<file path="src/rtl/aie_pkg.sv">
// Package for the add-instruction execution unit.
// Assumes a 125 MHz core clock split into four phases per instruction cycle.
package aie_pkg;
    // ==========================================================
    // Instruction cycle phases
    localparam logic [1:0] Q1 = 2'h0;
    localparam logic [1:0] Q2 = 2'h1;
    localparam logic [1:0] Q3 = 2'h2;
    localparam logic [1:0] Q4 = 2'h3;
    // ==========================================================
    // Opcode patterns
    localparam logic [15:0] OP_NOP = 16'h0000;
    localparam logic [7:0] OP_ADD_LIT = 8'h0f;
    localparam logic [5:0] OP_ADD_FILE = 6'h09;
    localparam logic [4:0] OP_BRANCH = 5'h1a;
    localparam logic [7:0] OP_JUMP = 8'hef;
    localparam logic [3:0] OP_SECOND = 4'hf;
    // ==========================================================
    // Data space addresses and limits
    localparam logic [11:0] ADDR_PIN_IO = 12'hf80;
    localparam logic [11:0] ADDR_TIMER_COUNT = 12'hf90;
    localparam logic [7:0] ACCESS_SPLIT = 8'h80;
    localparam logic [3:0] ACCESS_HIGH_BANK = 4'hf;
    localparam logic [7:0] INDEX_LIMIT = 8'h5f;
    // ==========================================================
    // Software register offsets
    localparam logic [7:0] REG_CTRL = 8'h00;
    localparam logic [7:0] REG_INDEX = 8'h04;
    localparam logic [7:0] REG_STATUS = 8'h08;
    localparam logic [7:0] REG_ACCUM = 8'h0c;
    localparam logic [7:0] REG_PC = 8'h10;
    localparam logic [7:0] REG_BANK = 8'h14;
    // ==========================================================
    // Control bit positions and reset values
    localparam int CTRL_RUN = 0;
    localparam int CTRL_EXT = 1;
    localparam int CTRL_PRESC = 2;
    localparam logic [2:0] CTRL_RESET = 3'h0;
    localparam logic [15:0] PC_RESET = 16'h0000;
    // ==========================================================
    // Status flag positions: N, OV, Z, DC, C.
    localparam int FLAG_C = 0;
    localparam int FLAG_DC = 1;
    localparam int FLAG_Z = 2;
    localparam int FLAG_OV = 3;
    localparam int FLAG_N = 4;
endpackage : aie_pkg

</file>
<file path="src/rtl/aie_add_if.sv">
// Interface carrying operands, sum and flags between core and adder.
// Assumes both ends sit in the core clock domain.
`timescale 1ns/1ns
interface aie_add_if;
    logic [7:0] a;
    logic [7:0] b;
    logic [7:0] sum;
    logic [4:0] flags;
    modport core (output a, output b, input sum, input flags);
    modport adder (input a, input b, output sum, output flags);
endinterface : aie_add_if

</file>
<file path="src/rtl/aie_adder.sv">
// Eight-bit adder producing the five arithmetic status flags.
// Assumes purely combinational use inside one phase.
`timescale 1ns/1ns
module aie_adder (
    aie_add_if.adder add
);
    import aie_pkg::*;
    logic [8:0] full;
    logic [4:0] low;
    // Sum with carry out and nibble carry for the digit flag.
    assign full = {1'b0, add.a} + {1'b0, add.b};
    assign low = {1'b0, add.a[3:0]} + {1'b0, add.b[3:0]};
    assign add.sum = full[7:0];
    // Flag set from the eight-bit result.
    assign add.flags[FLAG_C] = full[8];
    assign add.flags[FLAG_DC] = low[4];
    assign add.flags[FLAG_Z] = (full[7:0] == 8'h00);
    assign add.flags[FLAG_OV] = (add.a[7] == add.b[7]) &&
                                (full[7] != add.a[7]);
    assign add.flags[FLAG_N] = full[7];
endmodule : aie_adder

</file>
<file path="src/rtl/aie_resolve.sv">
// Operand address resolution for the file-register add form.
// Assumes bank and index base are stable during an instruction cycle.
`timescale 1ns/1ns
module aie_resolve (
    input wire logic [7:0] file_i,
    input wire logic access_i,
    input wire logic ext_en_i,
    input wire logic [3:0] bank_i,
    input wire logic [11:0] index_i,
    output logic [11:0] addr_o
);
    import aie_pkg::*;
    // Pick indexed, access-bank or bank-selected addressing.
    always_comb begin
        if (access_i) begin
            addr_o = {bank_i, file_i};
        end else if (ext_en_i && file_i <= INDEX_LIMIT) begin
            addr_o = index_i + {4'h0, file_i};
        end else if (file_i < ACCESS_SPLIT) begin
            addr_o = {4'h0, file_i};
        end else begin
            addr_o = {ACCESS_HIGH_BANK, file_i};
        end
    end
endmodule : aie_resolve

</file>
<file path="src/rtl/aie_core.sv">
// Execution unit for the two add instructions plus the general execution
// behaviour: pin reads on read-modify-write, timer prescaler clear, branch
// bubble and two-word handling.
// Assumes program memory answers combinationally to prog_addr_o and data
// memory returns read data in the cycle after data_rd_o.
//
// The implementer's own choices: the register addresses and strobed register access.
`timescale 1ns/1ns
module aie_core (
    input wire logic core_clk_i,
    input wire logic rst_i,
    input wire logic [7:0] reg_addr_i,
    input wire logic [15:0] reg_wdata_i,
    input wire logic reg_wr_i,
    input wire logic reg_rd_i,
    output logic [15:0] reg_rdata_o,
    output logic [15:0] prog_addr_o,
    input wire logic [15:0] prog_data_i,
    output logic [11:0] data_addr_o,
    output logic data_rd_o,
    input wire logic [7:0] data_rdata_i,
    output logic data_wr_o,
    output logic [7:0] data_wdata_o,
    input wire logic [7:0] pins_i,
    output logic prescaler_clr_o
);
    import aie_pkg::*;

    // ==========================================================
    // State
    logic [1:0] q_r;
    logic [2:0] ctrl_r;
    logic [11:0] index_r;
    logic [3:0] bank_select_register_r;
    logic [7:0] accum_r;
    logic [4:0] flags_r;
    logic [15:0] pc_r;
    logic [15:0] ir_r;
    logic flush_r;
    logic consume_r;
    logic [7:0] jump_lo_r;
    logic [7:0] operand_r;
    logic [7:0] sum_r;
    logic [4:0] sum_flags_r;
    logic [11:0] addr_r;
    logic run;
    logic is_lit;
    logic is_file;
    logic is_branch;
    logic is_jump;
    logic [11:0] res_addr;
    logic [15:0] branch_target;

    aie_add_if add ();

    aie_adder u_adder (
        .add(add)
    );

    aie_resolve u_resolve (
        .file_i(ir_r[7:0]),
        .access_i(ir_r[8]),
        .ext_en_i(ctrl_r[CTRL_EXT]),
        .bank_i(bank_select_register_r),
        .index_i(index_r),
        .addr_o(res_addr)
    );

    // ==========================================================
    // Decode
    // A consumed second word never decodes as an instruction of its own.
    assign run = ctrl_r[CTRL_RUN];
    assign is_lit = !consume_r && ir_r[15:8] == OP_ADD_LIT;
    assign is_file = !consume_r && ir_r[15:10] == OP_ADD_FILE;
    assign is_branch = !consume_r && ir_r[15:11] == OP_BRANCH;
    assign is_jump = !consume_r && ir_r[15:8] == OP_JUMP;
    assign branch_target = pc_r + {{5{ir_r[10]}}, ir_r[10:0]};
    // Adder inputs: accumulator and literal or fetched operand.
    assign add.a = accum_r;
    assign add.b = is_lit ? ir_r[7:0] : operand_r;

    // ==========================================================
    // Phase divider
    // Four-phase counter; each value is a one-cycle phase enable.
    always_ff @(posedge core_clk_i or posedge rst_i) begin
        if (rst_i) begin
            q_r <= Q1;
        end else if (run) begin
            q_r <= q_r + 2'h1;
        end
    end

    // ==========================================================
    // Software registers
    // Control, index base and bank select written over the plain port.
    always_ff @(posedge core_clk_i or posedge rst_i) begin
        if (rst_i) begin
            ctrl_r <= CTRL_RESET;
            index_r <= 12'h000;
            bank_select_register_r <= 4'h0;
        end else if (reg_wr_i) begin
            if (reg_addr_i == REG_CTRL) begin
                ctrl_r <= reg_wdata_i[2:0];
            end
            if (reg_addr_i == REG_INDEX) begin
                index_r <= reg_wdata_i[11:0];
            end
            if (reg_addr_i == REG_BANK) begin
                bank_select_register_r <= reg_wdata_i[3:0];
            end
        end
    end

    // Read data one cycle after the strobe; unmapped offsets read zero.
    always_ff @(posedge core_clk_i or posedge rst_i) begin
        if (rst_i) begin
            reg_rdata_o <= 16'h0000;
        end else if (reg_rd_i) begin
            unique case (reg_addr_i)
                REG_CTRL: reg_rdata_o <= {13'h0000, ctrl_r};
                REG_INDEX: reg_rdata_o <= {4'h0, index_r};
                REG_STATUS: reg_rdata_o <= {11'h000, flags_r};
                REG_ACCUM: reg_rdata_o <= {8'h00, accum_r};
                REG_PC: reg_rdata_o <= pc_r;
                REG_BANK: reg_rdata_o <= {12'h000, bank_select_register_r};
                default: reg_rdata_o <= 16'h0000;
            endcase
        end else begin
            reg_rdata_o <= 16'h0000;
        end
    end

    // ==========================================================
    // Fetch and program counter
    // branch bubble
    always_ff @(posedge core_clk_i or posedge rst_i) begin
        if (rst_i) begin
            pc_r <= PC_RESET;
            ir_r <= OP_NOP;
            flush_r <= 1'b0;
            consume_r <= 1'b0;
            jump_lo_r <= 8'h00;
        end else if (run && q_r == Q1) begin
            if (is_branch) begin
                pc_r <= branch_target;
                flush_r <= 1'b1;
            end
            if (consume_r) begin
                pc_r <= {ir_r[7:0], jump_lo_r};
            end
        end else if (run && q_r == Q4) begin
            consume_r <= is_jump;
            jump_lo_r <= ir_r[7:0];
            if (flush_r) begin
                ir_r <= OP_NOP;
                flush_r <= 1'b0;
            end else begin
                ir_r <= prog_data_i;
                pc_r <= pc_r + 16'h0001;
            end
        end
    end
    assign prog_addr_o = pc_r;

    // ==========================================================
    // Operand fetch
    // access bank
    always_ff @(posedge core_clk_i or posedge rst_i) begin
        if (rst_i) begin
            addr_r <= 12'h000;
            data_rd_o <= 1'b0;
        end else begin
            data_rd_o <= run && q_r == Q1 && is_file;
            if (run && q_r == Q1 && is_file) begin
                addr_r <= res_addr;
            end
        end
    end
    assign data_addr_o = addr_r;

    always_ff @(posedge core_clk_i or posedge rst_i) begin
        if (rst_i) begin
            operand_r <= 8'h00;
        end else if (run && q_r == Q3 && is_file) begin
            operand_r <= (addr_r == ADDR_PIN_IO) ? pins_i : data_rdata_i;
        end
    end

    // Sum and flags captured at the end of the process phase.
    always_ff @(posedge core_clk_i or posedge rst_i) begin
        if (rst_i) begin
            sum_r <= 8'h00;
            sum_flags_r <= 5'h00;
        end else if (run && q_r == Q4) begin
            sum_r <= add.sum;
            sum_flags_r <= add.flags;
        end
    end

    // ==========================================================
    // Write-back (first phase of the following instruction cycle)
    logic wb_lit_r;
    logic wb_file_r;
    logic wb_dest_r;
    always_ff @(posedge core_clk_i or posedge rst_i) begin
        if (rst_i) begin
            wb_lit_r <= 1'b0;
            wb_file_r <= 1'b0;
            wb_dest_r <= 1'b0;
        end else begin
            wb_lit_r <= run && q_r == Q4 && is_lit;
            wb_file_r <= run && q_r == Q4 && is_file;
            wb_dest_r <= ir_r[9];
        end
    end

    always_ff @(posedge core_clk_i or posedge rst_i) begin
        if (rst_i) begin
            accum_r <= 8'h00;
            flags_r <= 5'h00;
        end else begin
            if (wb_lit_r || (wb_file_r && !wb_dest_r)) begin
                accum_r <= sum_r;
            end else if (reg_wr_i && reg_addr_i == REG_ACCUM) begin
                accum_r <= reg_wdata_i[7:0];
            end
            if (wb_lit_r || wb_file_r) begin
                flags_r <= sum_flags_r;
            end
        end
    end

    // The write pulse stands in the next first phase, while the operand
    // address still holds and before the next read, so a following add on
    // the same place sees the new value.
    // sum to file
    always_ff @(posedge core_clk_i or posedge rst_i) begin
        if (rst_i) begin
            data_wr_o <= 1'b0;
            data_wdata_o <= 8'h00;
            prescaler_clr_o <= 1'b0;
        end else begin
            data_wr_o <= run && q_r == Q4 && is_file && ir_r[9];
            prescaler_clr_o <= run && q_r == Q4 && is_file && ir_r[9] &&
                               addr_r == ADDR_TIMER_COUNT &&
                               ctrl_r[CTRL_PRESC];
            if (run && q_r == Q4 && is_file && ir_r[9]) begin
                data_wdata_o <= add.sum;
            end
        end
    end

    // ==========================================================
    // Assertions
    chk_pin_operand: assert property (
        @(posedge core_clk_i) disable iff (rst_i)
        (run && q_r == Q3 && is_file && addr_r == ADDR_PIN_IO)
        |=> operand_r == $past(pins_i))
        else $error("Pin operand not taken from pins.");

    chk_presc_clear: assert property (
        @(posedge core_clk_i) disable iff (rst_i)
        (run && q_r == Q4 && is_file && ir_r[9] &&
         addr_r == ADDR_TIMER_COUNT && ctrl_r[CTRL_PRESC])
        |=> prescaler_clr_o && data_wr_o)
        else $error("Prescaler not cleared on timer write.");

    chk_presc_quiet: assert property (
        @(posedge core_clk_i) disable iff (rst_i)
        prescaler_clr_o |-> $past(ctrl_r[CTRL_PRESC]) && data_wr_o &&
        data_addr_o == ADDR_TIMER_COUNT)
        else $error("Prescaler cleared without cause.");

    chk_branch_bubble: assert property (
        @(posedge core_clk_i) disable iff (rst_i)
        (run && q_r == Q1 && is_branch) ##1 run [*3]
        |=> ir_r == OP_NOP && !flush_r)
        else $error("Branch did not insert a NOP cycle.");

    chk_second_word: assert property (
        @(posedge core_clk_i) disable iff (rst_i)
        (run && q_r == Q1 && ir_r[15:12] == OP_SECOND && !consume_r)
        |-> !is_lit && !is_file && !is_branch && !is_jump
        ##1 !data_rd_o [*4])
        else $error("Second word executed as an instruction.");

    chk_sum_accum: assert property (
        @(posedge core_clk_i) disable iff (rst_i)
        (wb_file_r && !wb_dest_r) |=> accum_r == $past(sum_r) && !data_wr_o)
        else $error("Sum not placed in accumulator.");

    chk_sum_file: assert property (
        @(posedge core_clk_i) disable iff (rst_i)
        (wb_file_r && wb_dest_r)
        |-> data_wr_o && data_wdata_o == sum_r
        ##1 accum_r == $past(accum_r))
        else $error("Sum not written back to file.");

    chk_access_bank: assert property (
        @(posedge core_clk_i) disable iff (rst_i)
        (run && q_r == Q1 && is_file && !ir_r[8] &&
         !(ctrl_r[CTRL_EXT] && ir_r[7:0] <= INDEX_LIMIT))
        |=> data_rd_o && data_addr_o[11:8] ==
            (ir_r[7] ? ACCESS_HIGH_BANK : 4'h0))
        else $error("Access bank address wrong.");

    chk_bank_select: assert property (
        @(posedge core_clk_i) disable iff (rst_i)
        (run && q_r == Q1 && is_file && ir_r[8])
        |=> data_addr_o == {$past(bank_select_register_r), $past(ir_r[7:0])})
        else $error("Bank select not applied.");

    chk_indexed: assert property (
        @(posedge core_clk_i) disable iff (rst_i)
        (run && q_r == Q1 && is_file && !ir_r[8] && ctrl_r[CTRL_EXT] &&
         ir_r[7:0] <= INDEX_LIMIT)
        |=> data_addr_o == $past(index_r) + {4'h0, $past(ir_r[7:0])})
        else $error("Indexed offset address wrong.");

    chk_lit_add: assert property (
        @(posedge core_clk_i) disable iff (rst_i)
        (run && q_r == Q4 && is_lit && !(reg_wr_i))
        |=> ##1 accum_r == $past(accum_r, 2) + $past(ir_r[7:0], 2))
        else $error("Literal add result wrong.");

    chk_flags_zero: assert property (
        @(posedge core_clk_i) disable iff (rst_i)
        (wb_lit_r || wb_file_r)
        |=> flags_r[FLAG_Z] == ($past(sum_r) == 8'h00) &&
            flags_r[FLAG_N] == $past(sum_r[7]))
        else $error("Zero or negative flag wrong.");

    cov_lit: cover property (@(posedge core_clk_i) wb_lit_r);
    cov_file_wb: cover property (@(posedge core_clk_i) data_wr_o);
    cov_branch: cover property (@(posedge core_clk_i) flush_r);
    cov_jump: cover property (@(posedge core_clk_i) consume_r && q_r == Q1);
endmodule : aie_core

</file>
<file path="config.mk">
export PLATFORM = sky130hd
export DESIGN_NAME = aie_core
export DESIGN_NICKNAME = d
export VERILOG_FILES = /design/src/rtl/aie_pkg.sv /design/src/rtl/aie_add_if.sv /design/src/rtl/aie_adder.sv /design/src/rtl/aie_resolve.sv /design/src/rtl/aie_core.sv
export SDC_FILE = /design/constraint.sdc
export NUM_CORES = 1
export LEC_CHECK = 0
export BUFFER_PORTS_ARGS = -buffer_cell sky130_fd_sc_hd__buf_2
export CORE_MARGIN = 1
export CORE_UTILIZATION = 35
export DETAILED_ROUTE_END_ITERATION = 7
export PLACE_DENSITY = 0.59
export SYNTH_ARGS = -nofsm -noshare
export SYNTH_HDL_FRONTEND = slang
export SYNTH_SLANG_ARGS = --single-unit
</file>
<file path="constraint.sdc">
create_clock -name core_clk_i -period 10.5 [get_ports core_clk_i]
set_input_delay 0.525 -clock core_clk_i [delete_from_list [all_inputs] [get_ports core_clk_i]]
set_output_delay 0.525 -clock core_clk_i [all_outputs]
set_load 0.005 [all_outputs]
</file>
==> metrics.cfg, run 1 <==
[timing]
max_freq_ghz=0.245
fin_skew_ns=0.0147
hold-worst-slack_ns=0.224
fin_setup_tns_ns=0
rsz0062_at_grt=no
finalCritPeriodShare=0.389
drv_slew=0
finalHoldViolations=0
finalCriticalPeriod_ns=4.09
slew_headroom=0.252
worst_slew_pin_slew_ns=1.12
setup_viol=0

[pwr]
p_total_mw=1.47
p_sw_frac=0.285
power_switching_mw=0.421
clock_power_share=0.423
ir_drop_uv=91.6
power.density_nw_per_um2=156
comb_power_share=0.168
leakage_nw=4.60
power_frac_seq=0.410
power.internal_mw=1.05

[layout]
multi_input_area_um2=4350
drive_above_1_share=0.206
stdcell_area_um2=9440
final_nets=1020
fill_cells=2145
seqCellArea_um2=3450
layoutNonFillerInstCount=1213
antenna_cells=0
syn_to_final_growth_pct=18.0

[die]
fp.dieH_um=153
initial_core_util=0.362
io_pins=115
die-width_um=153
core_area_um2=22100
dieArea_um2=23500
rows=54

[worst_setup_path]
cp.required_ns=10.82
cp-start-kind=flop
crit_fanout=10
r2r_start=ir_r[10]
worst-r2r-setup-slack_ns=6.41
crit_start=ir_r[10]
critPathArrivalTime_ns=4.40
rr_worst_depth=12
crit_type=reg -> reg
crit_end=sum_flags_r[2]
critPathCaptureType=flop
rr_endpoint=sum_flags_r[2]

[routing]
viasPerCell=5.52
detail_route.wl_per_cell_um=18.6
drt_iter0_drc=637
vias=6690
firstDrtPassIters=5
drc=0
ant_nets=0
routed_wirelength_um=22600

[cts]
cts_made_buffers=17
ctsResizeCount=0
root_buffer=clkbuf_16
cts_setup_buffers=0
clockBufferDepth=2
cts_hold_buffers=0
cts_max_level=4
clock_latency_ns=0.43
cts_tree=done
cts.reportedPaths.clkPinSlew_ns=0.06
cts_sinks=138

[placed_design]
dp_hpwl_um=16600
placedCellCount=1182
io_buffer_count=110
placed_area_um2=8830
gp_congestion=0.882

[status]
outcome=complete, no violations

[synthesis]
yosys_warnings=0
synth-simple-area-share=0.167
synthFlopType=dfrtp_1
synthArstFlopShare=1.00
ys_ff_latch=138
avgSynthCellArea_um2=9.78
syn-cell-area_um2=8000
syn-num-nets=917
synth_top_area_cell=dfrtp_1
synth-adder-area-share=0.0638
yosysSeqAreaShare=0.432
synth-xor-area-share=0.0208
synth_compound_area_frac=0.182
synthMuxAreaShare=0.109
synth_top_family_by_area=compound AO/OA/AOI/OAI gates
synth_edf_count=0
synthTopCellsByArea=dfrtp_1 (43%), ha_1 (5.6%), mux2_1 (4.9%)
netlist_instances=818
synth_top_area_frac=0.432
ys_types=80

[hold_path]
hold_path_class=in -> async

[run]
max_cap_violations=0

[grt]
grt-ovfl-total=0
grt_pass1_vias=6315
grt_max_degree=77
antenna_found_initial=0
grt_pass1_wl_um=35900
grtUsageTotal=0.199

## how the worst min path moves through the flow
stage | end | depth (start not counted)
2_1_floorplan | wb_dest_r | 0
3_3_place_gp | sum_r[2] | 2
3_5_place_dp | data_wdata_o[7] | 2
4_1_cts | data_addr_o[1] | 2
5_1_grt | data_rd_o | 2
6_report | data_addr_o[1] | 2
## cells in the mapped netlist, types with 3 or more instances
library cell	count
dfrtp_1	138
nand2_1	96
a21oi_1	49
nor2_1	45
o21ai_1	42
ha_1	36
o21ai_0	36
mux2_1	35
clkbuf_1	26
mux2i_1	23
mux2_2	22
nor3_1	20
nand2b_1	19
inv_1	18
nand3_1	14
nor2b_1	13
xnor2_1	13
and3_1	11
a211oi_1	10
a21o_1	9
nand4_1	9
a222oi_1	8
a31oi_1	7
o31ai_1	7
a22oi_1	6
and2_1	6
o211ai_1	6
xor2_1	6
buf_2	5
nor3b_1	5
o21a_1	5
o221ai_1	4
a2111oi_0	3
fa_1	3
nor4_1	3
nor4b_1	3
o21bai_1	3
o22ai_1	3
or2_2	3
## registers in the layout, summed over array words and instances, names as in the netlist, 3 cells and up
register	count
sum_flags_r	4
sum_r	8
data_wdata_o	8
ctrl_r	3
flags_r	5
accum_r	8
jump_lo_r	8
data_addr_o	12
operand_r	8
reg_rdata_o	16
ir_r	16
bank_select_register_r	4
index_r	12
prog_addr_o	16
## metal layers
layer	GRT usage	share of wire	up-vias
li1	-	-	3209
met1	0.276	0.48	3278
met2	0.320	0.46	190
met3	0.0312	0.043	13
met4	0.0558	0.011	0
met5	0	0	-
## worst max-delay path: stages (launching register included)
cell,delay [ns]
dfrtp_1,0.57
nor3b_1,0.31
nand4_1,0.16
or4_1,0.69
mux2_1,0.41
ha_1,0.22
fa_1,0.44
a211oi_1,0.26
o21bai_1,0.11
a21oi_1,0.23
xnor2_1,0.21
nor2_1,0.10
a32o_1,0.26
## cell families (layout without fill, tap and decap cells)
family	Yosys count	after routing
AO/OA/AOI/OAI	225	225
XOR/XNOR	19	19
buffers and inverters	52	167
AND/OR/NAND/NOR	265	265
multiplexers	80	80
flip-flops	138	138
adder cells (fa/ha/maj)	39	39
## through the flow
step,worst slack [ns],util
finish,6.41,0.427
global route,6.20,0.427
CTS,6.34,0.427
detailed placement,6.40,0.399
global placement,6.42,0.399
floorplan,6.28,-
## power groups by stage
stage / combinational, mW / sequential, mW / clock [mW]
final: 0.247 / 0.604 / 0.623
after CTS: 0.248 / 0.604 / 0.635
after global placement: 0.241 / 0.612 / 0
after global routing: 0.276 / 0.607 / 0.662
after detailed placement: 0.245 / 0.613 / 0
after floorplan: 0.187 / 0.590 / 0
## layout make-up
| type | count | area share |
|---|---|---|
| clock inverter | 12 | 0.0172 |
| tap | 280 | 0.0371 |
| timing repair buffer | 116 | 0.0631 |
| multi-input combinational | 628 | 0.460 |
| sequential | 138 | 0.366 |
| inverter | 20 | 0.00848 |
| clock buffer | 19 | 0.0480 |
## cell usage in the layout, fill, tap and decap left out, drive strengths merged, types with 5 or more instances in the layout
cell and count:
buf 116, mux2 57, nand2 97, o31ai 7, clkbuf 19, a222oi 8
inv 23, xor2 6, a21o 10, a31oi 7, o21ai 78, a21oi 50
nor2 47, nand4 9, a22oi 6, and2 6, nand3 14, xnor2 13
nor2b 14, o21a 5, a211oi 11, nand2b 19, dfrtp 138, o211ai 6
and3 11, ha 36, mux2i 23, nor3b 6, nor3 22
Note: power is estimated with default switching activity, not from simulation.
==> run 2, diff against run 1 <==
- clock period: 10.5 -> 4.1 ns (I/O delays scaled with it)
==> run 2 against run 1 <==
Net effect:
- sequential cell count is the same
- worst hold slack got worse by 0.19 ns
- highest routed layer unchanged
- largest power group is now registers
- clock power up 140%
- clock skew down 0.0037 ns
==> metrics.cfg, run 2 (synthesized netlist as in run 1, its figures left out) <==
[status]
outcome=complete, no violations

[run]
max_cap_violations=0  ; unchanged

[worst_setup_path]
worst-path-stages=12  ; unchanged
crit_fanout=3  ; -7
rr_worst_depth=12  ; unchanged
r2r_start=ir_r[12]
path_cells=nor3b_1 -> nand4_1 -> or4_1 -> mux2_1 -> ha_1 -> fa_1 -> a211oi_1 -> o21bai_1 -> a21oi_1 -> xnor2_1 -> nor2_1 -> a32o_1
rr_endpoint=sum_flags_r[2]
worst-r2r-setup-slack_ns=0.48  ; -5.94 ns
slowest_delay_ns=0.51  ; -0.18 ns
crit_start=ir_r[12]
worst-path-buf-inv=0  ; unchanged
cp-start-kind=flop
crit_type=reg -> reg
cp.required_ns=4.41  ; -6.41 ns
crit_slowest_cell=or4_1
crit_family=simple AND/OR/NAND/NOR gates
critPathCaptureType=flop
critPathArrivalTime_ns=3.93  ; -0.47 ns

[hold_path]
hold_path_end=ir_r[3]
hold_path_depth=3
min_from=prog_data_i[3]
hold_path_class=in -> reg

[cts]
root_buffer=clkbuf_16
cts_tree=done
cts_sinks=138  ; unchanged
ctsResizeCount=0  ; unchanged
cts_max_level=4  ; unchanged
clockBufferDepth=2  ; unchanged
clock_latency_ns=0.43  ; about the same
cts.reportedPaths.clkPinSlew_ns=0.06  ; about the same
cts_setup_buffers=0  ; unchanged
cts_made_buffers=17  ; unchanged

[timing]
max_freq_ghz=0.276  ; +13%
fin_skew_ns=0.0111  ; -0.00369 ns
slew_headroom=0.250  ; -0.00240
rsz0062_at_grt=no
worst_slew_pin_slew_ns=1.12  ; +0.00652 ns
setup_viol=0  ; unchanged
setup_slack_ns=0.480  ; -5.94 ns
drv_slew=0  ; unchanged
finalHoldViolations=0  ; unchanged
fin_setup_tns_ns=0  ; unchanged
finalCritPeriodShare=0.883  ; +0.494
finalCriticalPeriod_ns=3.62  ; -0.465 ns
hold-worst-slack_ns=0.0292  ; -0.195 ns

[die]
die-width_um=153  ; unchanged
fp.dieH_um=153  ; unchanged
dieArea_um2=23500  ; unchanged
rows=54  ; unchanged
core_area_um2=22100  ; unchanged
initial_core_util=0.362  ; unchanged
io_pins=115  ; unchanged

[layout]
layout_commonest_cell=dfrtp_1
fill_cells=2165  ; +0.93%
utilization=0.429  ; +0.00187
final_cell_mix=dfrtp_1 (138), buf_2 (110), nand2_1 (96)
syn_to_final_growth_pct=18.5
layoutNonFillerInstCount=1225  ; +0.99%
drive_above_1_share=0.211  ; +0.00502
stdcell_area_um2=9480  ; +0.44%
final_nets=1030  ; +0.98%

[pwr]
power.density_nw_per_um2=386  ; +150%
leakage_nw=4.61  ; +0.17%
p_total_mw=3.66  ; +150%
ir_drop_uv=231  ; +150%

[grt]
grt_pass1_vias=6427  ; +1.8%
grtUsageTotal=0.200  ; +0.00117
grt_max_degree=83  ; +7.8%
antenna_found_initial=0  ; unchanged
grt-ovfl-total=0  ; unchanged
grt_pass1_wl_um=36000  ; +0.38%

[placed_design]
placed_area_um2=8870  ; +0.51%
dp_hpwl_um=16700  ; +0.92%
placedCellCount=1188  ; +0.51%
io_buffer_count=110  ; unchanged
gp_congestion=0.937  ; +6.2%
dpl_worst_slack_ns=0.479  ; -5.92 ns

[routing]
viasPerCell=5.48  ; -0.71%
drt_iter0_drc=503  ; -21%
detail_route.wl_per_cell_um=18.4  ; -0.90%
drc=0  ; unchanged
routed_wirelength_um=22600  ; about the same
vias=6708  ; +0.27%
firstDrtPassIters=5  ; unchanged
ant_nets=0  ; unchanged

[run 2: cell types whose count changed in the layout (fill, tap and decap cells not counted)]
cell / change
clkinvlp_4: +4
inv_8: +1
clkbuf_8: -2
diode_2: +1
buf_4: +6
bufinv_16: -2
dlygate4sd3_1: +4
[run 2: worst max-delay path by stage]
stage	end	slack [ns]
detailed placement	sum_flags_r[2]	0.48
finish	sum_flags_r[2]	0.48
floorplan	accum_r[0]	0.20
CTS	sum_flags_r[2]	0.46
global placement	sum_flags_r[2]	0.56
global route	sum_flags_r[2]	0.27
[run 2: layer usage]
metal	GRT usage	vias up	wire [um]
met5	0	-	0
met4	0.0664	0	369
met3	0.0326	23	1150
met2	0.308	220	10100
met1	0.285	3222	11000
li1	-	3243	-
[run 2: timing repair]
action                                  CTS  global route
hold buffers                              4             0
hold endpoints to repair                 83             0
endpoints found under the setup margin    0             0
[run 2: final cells by class]
| cell class | instances | area, um2 | area share |
|---|---|---|---|
| inverters | 20 | 80.1 | 0.00844 |
| well taps | 280 | 350 | 0.0369 |
| diodes | 1 | 2.50 | 0.000264 |
| flip-flops and latches | 138 | 3450 | 0.364 |
| clock buffers | 17 | 425 | 0.0449 |
| clock inverters | 15 | 144 | 0.0152 |
| repair buffers | 126 | 681 | 0.0718 |
| multi-input cells | 628 | 4350 | 0.458 |
[run 2: power breakdown]
part / switching (mW) / internal, mW
Sequential: 0.100 / 1.43
Combinational: 0.370 / 0.282
Clock: 0.634 / 0.843
[run 2: worst register-to-register path: stages, from the launching register on]
cell and delay [ns]:
dfrtp_1 0.39, nor3b_1 0.27, nand4_1 0.15, or4_1 0.51
mux2_1 0.35, ha_1 0.23, fa_1 0.43, a211oi_1 0.29
o21bai_1 0.12, a21oi_1 0.23, xnor2_1 0.21, nor2_1 0.08
a32o_1 0.25
==> run 3, diff against run 2 <==
- CTS_BUF_LIST: not set -> sky130_fd_sc_hd__clkbuf_2
==> run 3 against run 2 <==
Net effect:
- die area did not move
- register-to-register slack got worse by 0.02 ns
- largest power group unchanged
- cell count rose by 3.8%
- largest cell class unchanged
- power fell by 18%
- count of clock-buffer cells in the layout did not move
- non-clock buffer count rose by 47
==> metrics.cfg, run 3 (synthesized netlist as in run 1, its figures left out) <==
[pwr]
leakage_nw=4.67  ; +1.4%
power.density_nw_per_um2=313  ; -19%
p_total_mw=3.01  ; -18%
ir_drop_uv=148  ; -36%

[cts]
root_buffer=clkbuf_2
cts_sinks=138  ; unchanged
ctsResizeCount=0  ; unchanged
clock_latency_ns=0.73  ; +0.30 ns
clockBufferDepth=2  ; unchanged
cts_hold_buffers=51  ; +47
cts.reportedPaths.clkPinSlew_ns=0.22  ; +0.16 ns
cts_tree=done
cts_max_level=4  ; unchanged
cts_setup_buffers=0  ; unchanged
cts_made_buffers=17  ; unchanged

[worst_setup_path]
critPathCaptureType=flop
cp-start-kind=flop
crit_type=reg -> reg
cp.required_ns=4.74  ; +0.33 ns
rr_worst_depth=12  ; unchanged
critPathArrivalTime_ns=4.27  ; +0.34 ns
crit_fanout=3  ; unchanged
r2r_start=ir_r[12]
rr_endpoint=sum_flags_r[2]
worst-r2r-setup-slack_ns=0.46  ; -0.02 ns

[placed_design]
gp_congestion=0.937  ; unchanged
dpl_worst_slack_ns=0.479  ; unchanged
io_buffer_count=110  ; unchanged
placedCellCount=1188  ; unchanged
dp_hpwl_um=16700  ; unchanged

[grt]
grtUsageTotal=0.202  ; +0.00176
grt_max_degree=83  ; unchanged
antenna_found_initial=1  ; +1
grt_pass1_vias=6577  ; +2.3%
grt-ovfl-total=0  ; unchanged
grt_pass1_wl_um=36500  ; +1.2%

[timing]
rsz0062_at_grt=no
fin_setup_tns_ns=0  ; unchanged
finalCritPeriodShare=0.887  ; +0.00366
fin_skew_ns=0.0501  ; +0.0391 ns
worst_slew_pin_slew_ns=1.12  ; -0.00609 ns
finalCriticalPeriod_ns=3.64  ; +0.0150 ns
max_freq_ghz=0.275  ; -0.41%
setup_viol=0  ; unchanged
finalHoldViolations=0  ; unchanged
drv_slew=0  ; unchanged
setup_slack_ns=0.465  ; -0.0150 ns
slew_headroom=0.254  ; +0.00406

[layout]
layoutNonFillerInstCount=1272  ; +3.8%
utilization=0.435  ; +0.00589
final_nets=1077  ; +4.6%
final_cell_mix=dfrtp_1 (138), buf_2 (110), nand2_1 (96)
syn_to_final_growth_pct=20.1
layout_commonest_cell=dfrtp_1
drive_above_1_share=0.201  ; -0.0100

[die]
io_pins=115  ; unchanged
fp.dieH_um=153  ; unchanged
initial_core_util=0.362  ; unchanged
core_area_um2=22100  ; unchanged
die-width_um=153  ; unchanged
rows=54  ; unchanged
dieArea_um2=23500  ; unchanged

[run]
max_cap_violations=0  ; unchanged

[routing]
detail_route.wl_per_cell_um=18.0  ; -2.5%
firstDrtPassIters=6  ; +1
routed_wirelength_um=22900  ; +1.2%
drt_iter0_drc=526  ; +4.6%
ant_nets=0  ; unchanged
vias=6888  ; +2.7%
viasPerCell=5.42  ; -1.1%
drc=0  ; unchanged

[hold_path]
hold_path_class=in -> reg
min_from=reg_addr_i[2]
hold_path_depth=4  ; +1
hold_path_end=reg_rdata_o[0]

[status]
outcome=complete, no violations

[run 3: cell types whose count changed in the layout (fill, tap and decap cells not counted)]
cell / previous run / this run
dlygate4sd3_1: 4 / 51
clkbuf_16: 17 / 0
clkbuf_2: 0 / 17
[run 3: metal layers]
metal / share of wire / global-route usage / vias to the layer above
met3: 0.043 / 0.0380 / 23
li1: - / - / 3330
met5: 0 / 0 / -
met1: 0.49 / 0.286 / 3338
met2: 0.45 / 0.317 / 197
met4: 0.013 / 0.0491 / 0
[run 3: worst max-delay path by stage]
stage | startpoint | to | slack, ns | cells after the start
after floorplan | rst_i | accum_r[0] | 0.20 | 1
after global placement | ir_r[12] | sum_flags_r[2] | 0.56 | 12
after detailed placement | ir_r[12] | sum_flags_r[2] | 0.48 | 12
after CTS | ir_r[12] | sum_flags_r[2] | 0.45 | 12
after global routing | ir_r[12] | sum_flags_r[2] | 0.26 | 12
final | ir_r[12] | sum_flags_r[2] | 0.46 | 12
[run 3: cell type report]
cell class                      count  area [um2]
Antenna cell                        1        2.50
Fill cell                        2163       12500
Tap cell                          280         350
Clock buffer                       17        85.1
Clock inverter                     15         144
Inverter                           20        80.1
Multi-Input combinational cell    628        4350
Sequential cell                   138        3450
Timing Repair Buffer              173        1150
[run 3: worst max-delay path, cell delays in order, from the launching register on]
cell	delay, ns
dfrtp_1	0.44
nor3b_1	0.27
nand4_1	0.15
or4_1	0.51
mux2_1	0.35
ha_1	0.23
fa_1	0.43
a211oi_1	0.29
o21bai_1	0.13
a21oi_1	0.23
xnor2_1	0.21
nor2_1	0.08
a32o_1	0.25
[run 3: power by group]
part	internal [mW]	switching (mW)
Sequential	1.43	0.0993
Clock	0.228	0.560
Combinational	0.310	0.375
[run 3: through the flow]
step	hold WS, ns	area (um2)
floorplan	0.337	8000
global placement	0.394	8870
detailed placement	0.394	8870
CTS	0.0364	9610
global route	0.0668	9610
finish	0.0954	9610
